--- src/utec_pkg.sv ---
// Purpose: Shared constants and types for the USB token and endpoint control block
// Assumes: 32-bit Avalon-MM register access, byte addresses, one word per register
// Notes: Endpoint control words sit at a base plus four times the endpoint number
package utec_pkg;

    // Register byte addresses
    localparam logic [7:0] ADDR_FRAME_HIGH = 8'h00;
    localparam logic [7:0] ADDR_TOKEN = 8'h04;
    localparam logic [7:0] ADDR_EP_BASE = 8'h40;
    localparam logic [7:0] ADDR_EP_MASK = 8'hC3;

    // Endpoint control field positions
    localparam int FIELD_LOW_SPEED_DIRECT = 7;
    localparam int FIELD_RETRY_DIS = 6;
    localparam int FIELD_CON_DIS = 4;
    localparam int FIELD_RX_EN = 3;
    localparam int FIELD_TX_EN = 2;
    localparam int FIELD_STALL = 1;
    localparam int FIELD_HSHK = 0;

    // Token register and frame fields
    localparam int TOK_PID_LSB = 4;
    localparam int TOK_EP_LSB = 0;
    localparam int FRAME_HIGH_LSB = 8;

    // Reset values
    localparam logic [7:0] RST_TOKEN = 8'h00;
    localparam logic [3:0] RST_EP = 4'h0;
    localparam logic [2:0] RST_FRAME_HIGH = 3'h0;
    localparam logic [31:0] RST_READDATA = 32'h0000_0000;

    // Token type codes
    localparam logic [3:0] PID_OUT = 4'h1;
    localparam logic [3:0] PID_IN = 4'h9;
    localparam logic [3:0] PID_SETUP = 4'hD;

    // Transaction results reported by the link
    localparam logic [1:0] RES_ACK = 2'h0;
    localparam logic [1:0] RES_NAK = 2'h1;
    localparam logic [1:0] RES_STALL = 2'h2;
    localparam logic [1:0] RES_ERROR = 2'h3;

    // Avalon-MM response codes
    localparam logic [1:0] RESP_OKAY = 2'h0;
    localparam logic [1:0] RESP_DECODEERROR = 2'h3;

    typedef struct packed {
        logic [3:0] pid;
        logic [3:0] ep;
        logic low_speed_direct;
        logic use_preamble;
    } utec_token_type;

    typedef struct packed {
        logic valid;
        logic [3:0] pid;
        logic [3:0] ep;
    } utec_rx_token_type;

    typedef struct packed {
        logic valid;
        logic [3:0] ep;
        logic accept;
        logic handshake;
        logic stalled;
    } utec_verdict_type;

    typedef enum logic [2:0] {
        BUS_IDLE = 3'b001,
        BUS_FETCH = 3'b010,
        BUS_DONE = 3'b100
    } utec_bus_state_type;

    typedef enum logic [1:0] {
        TOK_IDLE = 2'b01,
        TOK_WAIT = 2'b10
    } utec_tok_state_type;

endpackage

--- src/utec_ep_store.sv ---
// Purpose: Endpoint control storage, one write port and two registered read ports
// Assumes: Synchronous active-low reset clears every word
// Notes: Read data appear one clock after the address
`timescale 1ns/1ps
module utec_ep_store #(
    parameter int WIDTH = 4,
    parameter int DEPTH = 16,
    parameter int AW = 4
) (
    input wire logic i_clk,
    input wire logic i_rst_n,
    input wire logic i_we,
    input wire logic [AW-1:0] i_waddr,
    input wire logic [WIDTH-1:0] i_wdata,
    input wire logic [AW-1:0] i_raddr_a,
    output logic [WIDTH-1:0] o_rdata_a,
    input wire logic [AW-1:0] i_raddr_b,
    output logic [WIDTH-1:0] o_rdata_b
);

    logic [WIDTH-1:0] mem [DEPTH];

    always_ff @(posedge i_clk) begin
        if (!i_rst_n) begin
            for (int i = 0; i < DEPTH; i++) begin
                mem[i] <= utec_pkg::RST_EP;
            end
            o_rdata_a <= utec_pkg::RST_EP;
            o_rdata_b <= utec_pkg::RST_EP;
        end else begin
            if (i_we) begin
                mem[i_waddr] <= i_wdata;
            end
            o_rdata_a <= mem[i_raddr_a];
            o_rdata_b <= mem[i_raddr_b];
        end
    end

endmodule

--- src/utec_core.sv ---
// Purpose: Token issue, frame number capture and endpoint control for a USB module
// Assumes: Link logic on the same clock; Avalon-MM register slave
// Notes: Every bus access takes three cycles; stall flags are set by hardware only
//
// Implementation choices: the Avalon-MM slave port and the placing of the registers.
`timescale 1ns/1ps

// How it works
// - Frame upper bits captured on each SOF
// - Token types: OUT 0001, IN 1001, SETUP 1101
// - Endpoint 0 host: low-speed direct or preamble
// - Endpoint 0 host: NAK retry unless disabled
// - Both directions enabled: bit 4 blocks SETUP
// - Bit 3 enables receive, bit 2 transmit
// - Bit 1 reads one once endpoint stalled
// - Bit 0 enables handshake packets
// - Unused upper bits always read zero
module utec_core (
    input wire logic i_clk,
    input wire logic i_rst_n,
    input wire logic [7:0] i_avs_address,
    input wire logic i_avs_read,
    input wire logic i_avs_write,
    input wire logic [31:0] i_avs_writedata,
    input wire logic [3:0] i_avs_byteenable,
    output logic [31:0] o_avs_readdata,
    output logic o_avs_waitrequest,
    output logic [1:0] o_avs_response,
    input wire logic i_host_mode,
    input wire logic i_sof_valid,
    input wire logic [10:0] i_sof_frame,
    output logic o_tok_valid,
    output utec_pkg::utec_token_type o_tok,
    input wire logic i_tok_done,
    input wire logic [1:0] i_tok_result,
    input wire utec_pkg::utec_rx_token_type i_rx_tok,
    input wire logic i_stall_valid,
    input wire logic [3:0] i_stall_ep,
    output utec_pkg::utec_verdict_type o_verdict,
    output logic o_tok_busy
);

    function automatic logic is_ep_addr(input logic [7:0] a);
        return (a & utec_pkg::ADDR_EP_MASK) == utec_pkg::ADDR_EP_BASE;
    endfunction

    function automatic logic [3:0] ep_of_addr(input logic [7:0] a);
        return a[5:2];
    endfunction

    utec_pkg::utec_bus_state_type bus_state;
    utec_pkg::utec_bus_state_type next_bus_state;
    utec_pkg::utec_tok_state_type tok_state;

    logic [2:0] frame_high;
    logic [7:0] tok_reg;
    logic ep0_low_speed_direct;
    logic ep0_retry_dis;
    logic [15:0] stall;
    logic [15:0] next_stall;
    logic [3:0] mem_rd_a;
    logic [3:0] mem_rd_b;
    logic rx_valid_d;
    logic [3:0] rx_pid_d;
    logic [3:0] rx_ep_d;

    wire bus_req = i_avs_read | i_avs_write;
    wire hit_frame = i_avs_address == utec_pkg::ADDR_FRAME_HIGH;
    wire hit_tok = i_avs_address == utec_pkg::ADDR_TOKEN;
    wire hit_ep = is_ep_addr(i_avs_address);
    wire [3:0] bus_ep = ep_of_addr(i_avs_address);
    wire hit_any = hit_frame | hit_tok | hit_ep;
    wire commit = (bus_state == utec_pkg::BUS_DONE) && i_avs_write && i_avs_byteenable[0];
    wire [7:0] wd = i_avs_writedata[7:0];
    wire ep_write = commit && hit_ep;
    wire tok_write = commit && hit_tok;
    wire launch = tok_write && i_host_mode && (tok_state == utec_pkg::TOK_IDLE);

    // Endpoint word as stored: condis, rx_en, tx_en, handshake
    wire [3:0] ep_wdata = {wd[utec_pkg::FIELD_CON_DIS], wd[utec_pkg::FIELD_RX_EN],
                           wd[utec_pkg::FIELD_TX_EN], wd[utec_pkg::FIELD_HSHK]};

    // Low speed and retry bits exist for endpoint 0 only
    wire ep0_sel = bus_ep == 4'h0;
    wire [7:0] ep_rbyte = {ep0_sel & ep0_low_speed_direct, ep0_sel & ep0_retry_dis, 1'b0,
                           mem_rd_a[3], mem_rd_a[2], mem_rd_a[1], stall[bus_ep],
                           mem_rd_a[0]};

    // Upper bits padded with zero for every register
    wire [31:0] rd_mux = hit_frame ? {29'h0000_0000, frame_high} :
                         hit_tok ? {24'h00_0000, tok_reg} :
                         hit_ep ? {24'h00_0000, ep_rbyte} :
                         utec_pkg::RST_READDATA;

    wire hw_host_stall = (tok_state == utec_pkg::TOK_WAIT) && i_tok_done &&
                         (i_tok_result == utec_pkg::RES_STALL);
    wire nak_retry = (tok_state == utec_pkg::TOK_WAIT) && i_tok_done &&
                     (i_tok_result == utec_pkg::RES_NAK) && !ep0_retry_dis;

    // Device side verdict from the looked up endpoint word
    wire v_con_dis = mem_rd_b[3];
    wire v_rx_en = mem_rd_b[2];
    wire v_tx_en = mem_rd_b[1];
    wire v_hshk = mem_rd_b[0];
    wire setup_blocked = v_rx_en && v_tx_en && v_con_dis;
    wire pid_ok = (rx_pid_d == utec_pkg::PID_OUT) ? v_rx_en :
                  (rx_pid_d == utec_pkg::PID_IN) ? v_tx_en :
                  (rx_pid_d == utec_pkg::PID_SETUP) ? (v_rx_en && !setup_blocked) :
                  1'b0;
    wire v_accept = pid_ok && !stall[rx_ep_d];

    utec_ep_store u_store (
        .i_clk(i_clk),
        .i_rst_n(i_rst_n),
        .i_we(ep_write),
        .i_waddr(bus_ep),
        .i_wdata(ep_wdata),
        .i_raddr_a(bus_ep),
        .o_rdata_a(mem_rd_a),
        .i_raddr_b(i_rx_tok.ep),
        .o_rdata_b(mem_rd_b)
    );

    always_comb begin
        next_bus_state = bus_state;
        case (bus_state)
            utec_pkg::BUS_IDLE: begin
                if (bus_req) begin
                    next_bus_state = utec_pkg::BUS_FETCH;
                end
            end
            utec_pkg::BUS_FETCH: next_bus_state = utec_pkg::BUS_DONE;
            utec_pkg::BUS_DONE: next_bus_state = utec_pkg::BUS_IDLE;
            default: next_bus_state = utec_pkg::BUS_IDLE;
        endcase
    end

    // Bus slave: read data and response stand for the one cycle waitrequest is low
    always_ff @(posedge i_clk) begin
        if (!i_rst_n) begin
            bus_state <= utec_pkg::BUS_IDLE;
            o_avs_waitrequest <= 1'b1;
            o_avs_readdata <= utec_pkg::RST_READDATA;
            o_avs_response <= utec_pkg::RESP_OKAY;
        end else begin
            bus_state <= next_bus_state;
            o_avs_waitrequest <= next_bus_state != utec_pkg::BUS_DONE;
            if (next_bus_state == utec_pkg::BUS_DONE) begin
                o_avs_readdata <= i_avs_read ? rd_mux : utec_pkg::RST_READDATA;
                o_avs_response <= hit_any ? utec_pkg::RESP_OKAY
                                          : utec_pkg::RESP_DECODEERROR;
            end else begin
                o_avs_readdata <= utec_pkg::RST_READDATA;
                o_avs_response <= utec_pkg::RESP_OKAY;
            end
        end
    end

    // Software registers
    always_ff @(posedge i_clk) begin
        if (!i_rst_n) begin
            tok_reg <= utec_pkg::RST_TOKEN;
            ep0_low_speed_direct <= 1'b0;
            ep0_retry_dis <= 1'b0;
        end else begin
            if (tok_write) begin
                tok_reg <= wd;
            end
            if (ep_write && ep0_sel) begin
                ep0_low_speed_direct <= wd[utec_pkg::FIELD_LOW_SPEED_DIRECT];
                ep0_retry_dis <= wd[utec_pkg::FIELD_RETRY_DIS];
            end
        end
    end

    // Frame number upper bits refresh on every SOF
    always_ff @(posedge i_clk) begin
        if (!i_rst_n) begin
            frame_high <= utec_pkg::RST_FRAME_HIGH;
        end else if (i_sof_valid) begin
            frame_high <= i_sof_frame[utec_pkg::FRAME_HIGH_LSB +: 3];
        end
    end

    // Stall flags: a hardware set in the same cycle as a clear wins
    genvar g;
    generate
        for (g = 0; g < 16; g++) begin : g_stall
            wire set_dev = i_stall_valid && !i_host_mode && (i_stall_ep == 4'(g));
            wire set_host = hw_host_stall && (o_tok.ep == 4'(g));
            wire clr = ep_write && (bus_ep == 4'(g)) && !wd[utec_pkg::FIELD_STALL];
            assign next_stall[g] = set_dev | set_host | (stall[g] & ~clr);
        end
    endgenerate

    always_ff @(posedge i_clk) begin
        if (!i_rst_n) begin
            stall <= 16'h0000;
        end else begin
            stall <= next_stall;
        end
    end

    // Host token issue; writes while a transaction is open only update the register
    always_ff @(posedge i_clk) begin
        if (!i_rst_n) begin
            tok_state <= utec_pkg::TOK_IDLE;
            o_tok_valid <= 1'b0;
            o_tok <= '0;
            o_tok_busy <= 1'b0;
        end else begin
            o_tok_valid <= 1'b0;
            case (tok_state)
                utec_pkg::TOK_IDLE: begin
                    if (launch) begin
                        o_tok_valid <= 1'b1;
                        o_tok.pid <= wd[utec_pkg::TOK_PID_LSB +: 4];
                        o_tok.ep <= wd[utec_pkg::TOK_EP_LSB +: 4];
                        o_tok.low_speed_direct <= ep0_low_speed_direct;
                        o_tok.use_preamble <= !ep0_low_speed_direct;
                        o_tok_busy <= 1'b1;
                        tok_state <= utec_pkg::TOK_WAIT;
                    end
                end
                utec_pkg::TOK_WAIT: begin
                    if (!i_host_mode) begin
                        o_tok_busy <= 1'b0;
                        tok_state <= utec_pkg::TOK_IDLE;
                    end else if (nak_retry) begin
                        o_tok_valid <= 1'b1;
                    end else if (i_tok_done) begin
                        o_tok_busy <= 1'b0;
                        tok_state <= utec_pkg::TOK_IDLE;
                    end
                end
                default: begin
                    o_tok_busy <= 1'b0;
                    tok_state <= utec_pkg::TOK_IDLE;
                end
            endcase
        end
    end

    // Device side: look up the endpoint, answer two cycles after the token
    always_ff @(posedge i_clk) begin
        if (!i_rst_n) begin
            rx_valid_d <= 1'b0;
            rx_pid_d <= 4'h0;
            rx_ep_d <= 4'h0;
            o_verdict <= '0;
        end else begin
            rx_valid_d <= i_rx_tok.valid && !i_host_mode;
            rx_pid_d <= i_rx_tok.pid;
            rx_ep_d <= i_rx_tok.ep;
            o_verdict.valid <= rx_valid_d;
            o_verdict.ep <= rx_ep_d;
            o_verdict.accept <= rx_valid_d && v_accept;
            o_verdict.handshake <= rx_valid_d && v_hshk;
            o_verdict.stalled <= rx_valid_d && stall[rx_ep_d];
        end
    end

endmodule

--- config.mk ---
export PLATFORM = sky130hd
export DESIGN_NAME = utec_core
export DESIGN_NICKNAME = d
export VERILOG_FILES = /design/src/utec_pkg.sv /design/src/utec_ep_store.sv /design/src/utec_core.sv
export SDC_FILE = /design/constraint.sdc
export NUM_CORES = 1
export LEC_CHECK = 0
export ABC_AREA = 1
export BUFFER_PORTS_ARGS = -buffer_cell sky130_fd_sc_hd__buf_2
export CORE_MARGIN = 5
export CORE_UTILIZATION = 53
export CTS_BUF_LIST = sky130_fd_sc_hd__clkbuf_8
export DETAILED_ROUTE_END_ITERATION = 12
export GPL_ROUTABILITY_DRIVEN = 0
export GPL_TIMING_DRIVEN = 0
export PLACE_DENSITY = 0.77
export SYNTH_ARGS = -nofsm -noshare
export SYNTH_HDL_FRONTEND = slang
export SYNTH_SLANG_ARGS = --single-unit
--- constraint.sdc ---
create_clock -name i_clk -period 2.2 [get_ports i_clk]
set_input_delay 0.44 -clock i_clk [delete_from_list [all_inputs] [get_ports i_clk]]
set_output_delay 0.44 -clock i_clk [all_outputs]
set_load 0.02 [all_outputs]
# Yosys cells after proc, flatten, opt, wreduce, memory -nomap -nowiden
# Memory sizes are Yosys's and may differ from the RTL's. A register that Yosys moved wholly into a read port is not among the register bits.
# Cells that the tools add are included.
[totals] ramBits=64 latch_bits=0 mem_count=1 rom_bits=0 elab_cells=299 regBits=98 out_inout_bits=55
[classes] n_reduce_logical=102 multipliers=0 n_bitwise=72 n_div=0 shift=0 n_eq_ne=62 n_lt_le_gt_ge=2 n_addsub=0 n_mux=34
[mem_list] name="u_store.mem" words=16 word_bits=4 read_ports=2 rd_clocked_by_memory_dff=2 write_ports=16 line_no="utec_ep_store.sv:21" source="logic [WIDTH-1:0] mem [DEPTH];"
[op_table] op="equality test 4 bit (second input constant)" n=26
[op_table] op="logical AND 1 bit" n=83
[op_table] op="equality test 4 x 3 -> 1 bit (second input constant)" n=13
[op_table] op="OR 1 bit" n=35
[op_table] op="equality test 4 x 2 -> 1 bit (second input constant)" n=6
[op_table] op="inverter 1 bit" n=19
[op_table] op="AND 1 bit" n=18
[op_table] op="2-to-1 mux 1 bit" n=17
[op_table] op="equality test 4 x 1 -> 1 bit (second input constant)" n=4
[op_table] op="2-to-1 mux 8 bit" n=2
[op_table] op="zero test 4 bit" n=3
[op_table] op="< comparator 4 x 5 -> 1 bit (second input constant)" n=2
[op_table] op="2-to-1 mux 2 bit" n=5
[op_table] op="!= test 3 bit (second input constant)" n=3
[op_table] op="binary-select mux 1 bit (select 4 bit)" n=2
[op_table] op="equality test 8 x 3 -> 1 bit (second input constant)" n=1
[op_table] op="zero test 1 bit" n=8
[op_table] op="zero test 8 bit" n=1
[op_table] op="2-to-1 mux 4 bit" n=2
[op_table] op="OR reduction 4 bit" n=2
[op_table] op="equality test 3 bit (second input constant)" n=2
[op_table] op="2-to-1 mux 3 bit" n=2
[op_table] op="one-hot mux 3 bit (2 select lines)" n=1
[op_table] op="AND reduction 3 bit" n=2
[op_table] op="other kinds (9)" n=13

# Longest topological paths before layout
[depth] word_depth=9 mapped_depth=11

# Modules after synthesis
# Synthesis repeated with hierarchy kept, for this count alone.
[unflattened] hier_cells=1029 area_unflattened_um2=7588.5
[by_module_without_submodules] mod="utec_ep_store" area_per_inst_um2=4113.9 cells_per_inst=536 instances=1 seq_area_each_um2=2082.0
[by_module_without_submodules] mod="utec_core" area_per_inst_um2=3474.6 cells_per_inst=493 instances=1 seq_area_each_um2=1441.4

# Worst setup path after synthesis
# Ideal clock, no wire load.
[synth_timing] path_kind="input port to flip-flop" from="input port i_avs_address[6]" to="memory u_store.mem[15][0], enable pin" path_buffers=1 stages=7 path_slack_ns=0.347 t_arrival_ns=1.545 path_cell_list="inv_1 -> nor3_4 -> nand2_1 -> nor2_4 -> buf_6 -> nand2_2 -> nand2_1"
[synth_rtl] item="start, declared" line_no="utec_core.sv:21" source="input wire logic [7:0] i_avs_address,"
[synth_rtl] item="end, declared" line_no="utec_ep_store.sv:21"

==> impl_metrics.yaml <==
status:
  status: "completed"
run:
  drv_cap: 0
synth:
  synth_top_area_cell: "edfxtp_1"
  synth_area_per_cell_sq_um: 7.79
  syn_inst: 918
  synth-simple-area-share_pct: 23.9
  synth-edff-count: 64
  synthXorXnorAreaFrac_pct: 0
  synthAdderAreaFrac_pct: 0.350
  synth_area_leaders: "edfxtp_1 (27%), dfxtp_1 (22%), nand2_1 (10%), nor2_1 (7.2%), o21ai_0 (6.0%)"
  yosysSeqAreaShare_pct: 49.3
  synthFlopType: "dfxtp_1"
  muxShareOfSynthArea_pct: 0
  synth_cell_types: 41
  synth-compound-area-share_pct: 16.0
  ys_warn_count: 0
  synth_top_family_by_area: "simple AND/OR/NAND/NOR gates"
  syn_area_sq_um: 7150
  ys_ff_latch: 144
  async_flop_share_pct: 0
  synth_top_area_share_pct: 26.9
sta:
  relSlewSlack_pct: 49.2
  final.setup_skew_ps: 15.2
  whs_ps: 153
  period_minus_slack_ps: 2070
  worstMarginPinSlew_ps: 762
  slew_viol_final: 0
  hold_viol_final: 0
  setup_viol: 0
  rsz0062_at_grt: "false"
  tns_ps: 0
  finalCritPeriodShare_pct: 93.9
  fmax_mhz: 484
clock_network:
  ctsRootBufferMaster: "clkbuf_8"
  cts_tree: "built"
  cts_sinks: 144
  cts_buffers: 17
  clkTransAtPathRegs_ps: 80
  clockBufferDepth: 2
  insertion_delay_ps: 470
  htreeDepth: 4
power:
  power.density_nw_per_um2: 706
  leakage_nw: 3.65
  peakVddDrop_mv: 0.409
floorplanning:
  die_area_sq_um: 15900
  fp-row-count: 42
  ios: 133
  die_w_microns: 126
  die_h_microns: 126
  core_sq_um: 13200
  initial_core_util_pct: 54.0
min_path:
  hp-class: "primary input to register"
route:
  post-route-drc-count: 0
  routed_wl_microns: 20400
  drtIter0Drc: 941
  drtAntennaViolNets: 0
  vias: 6676
  dr.pass1.iters: 6
  avgViaCountPerCell: 5.48
  wl_per_cell_microns: 16.7
final_layout:
  finalNetCount: 1109
  syn_to_final_growth_pct: 15.3
  n_fill_cell: 1196
  drive_above_1_share_pct: 15.9
  layout_common_cells: "nand2_1 (192), nor2_1 (137), inv_1 (95)"
  mostFrequentLayoutCell: "nand2_1"
  top_regs: "u_store.mem (64), stall (16), o_tok (10)"
  antennaDiodeCount: 0
  largest_reg_flops: 64
  top_register: "u_store.mem"
setup_path:
  crit_family: "simple AND/OR/NAND/NOR gates"
  critPathCaptureType: "register"
  crit_top_cell: "nand2_2"
  startpoint_type: "register"
  critPathRequiredTime_ps: 2370
  critPathMaxStageDelay_ps: 310
  worst-endpoint-arrival_ps: 2230
  crit_buf_inv: 2
  crit_slowest_cell: "dfxtp_1"
  crit_chain: "inv_1, nand3_1, nor2_2, nand2_2, nor2_4, buf_6, nand2_2, nand2_1"
  crit_type: "register to register"
  path_max_fanout: 10
grt:
  grt_max_degree: 17
  grt_pass1_vias: 5900
  track_usage_pct: 25.4
  gr-total-overflow: 0
  grt_pass1_wl_microns: 31600
  antenna_found_initial: 0
place:
  portBuffers: 69
  dp_hpwl_microns: 15200
==> synthesized netlist by cell type (6+ instances only) <==
cell and instances:
nand2_1 193, nor2_1 138, inv_1 94, o21ai_0 86, dfxtp_1 80, edfxtp_1 64
a21oi_1 54, nand3_1 33, buf_4 27, clkbuf_1 24, a22oi_1 20, o211ai_1 18
nand2_2 10, a31oi_1 9, buf_2 6, nor3_1 6, nor4_1 6
==> power breakdown <==
part | switching, mW | internal, mW | leakage [nW]
Sequential | 0.0419 | 2.86 | 1.31
Clock | 1.08 | 1.25 | 0.228
Combinational | 0.407 | 0.170 | 2.11
==> through the flow <==
stage	worst slack (ps)	area (sq um)	total power, mW	cells	utilization [%]
global placement	-211	7800	3.51	1186	58.9
detailed placement	-218	7800	3.52	1186	58.9
CTS	85.8	8240	5.80	1218	62.2
finish	134	8240	5.81	1218	62.2
global route	50.9	8240	6.01	1218	62.2
floorplan	347	7230	3.32	941	-
==> timing repair <==
action                     CTS  global route
hold buffers                 0             0
resized for setup            1             1
buffers inserted             0             0
setup endpoints to repair   40            40
cloned                       0             0
==> path summary, 6_finish.rpt <==
| path | from | end | slack [ps] | depth (start not counted) |
|---|---|---|---|---|
| setup reg to reg | bus_state[1]$_SDFF_PN0_ | u_store.mem[4][2]$_SDFFCE_PN0P_ | 130 | 8 |
| hold reg to reg | u_store.o_rdata_b[0]$_SDFF_PN0_ | o_verdict[1]$_SDFF_PN0_ | 430 | 2 |
| hold / removal | i_rx_tok[4] | rx_pid_d[0]$_SDFF_PN0_ | 150 | 3 |
| setup / recovery | bus_state[1]$_SDFF_PN0_ | u_store.mem[4][2]$_SDFFCE_PN0P_ | 130 | 8 |
==> logic make-up after synthesis <==
logic type,after synthesis
flops,144
other cells,1
buf+inv,165
simple gates,406
fa+ha+maj,2
compound gates,200
==> tightest hold or removal path, stage by stage <==
cell     delay (ps)
buf_2            80
nand2_1          40
inv_1            40
==> cell type report <==
type                            count  area (sq um)  share of cell area [%]
Clock buffer                       17           234                    2.84
Clock inverter                     15           203                    2.46
Tap cell                          176           220                    2.67
Buffer                             63           360                    4.37
Sequential cell                   144          3520                    42.8
Multi-Input combinational cell    632          2970                    36.1
Timing Repair Buffer               69           345                    4.19
Inverter                          102           383                    4.65
==> routing by layer <==
layer,GRT usage (%),wire (microns)
met1,36.2,8590
met2,37.3,8980
met3,6.73,2320
met4,9.53,517
met5,0,0
No activity file was read; power rests on OpenSTA's default activity.
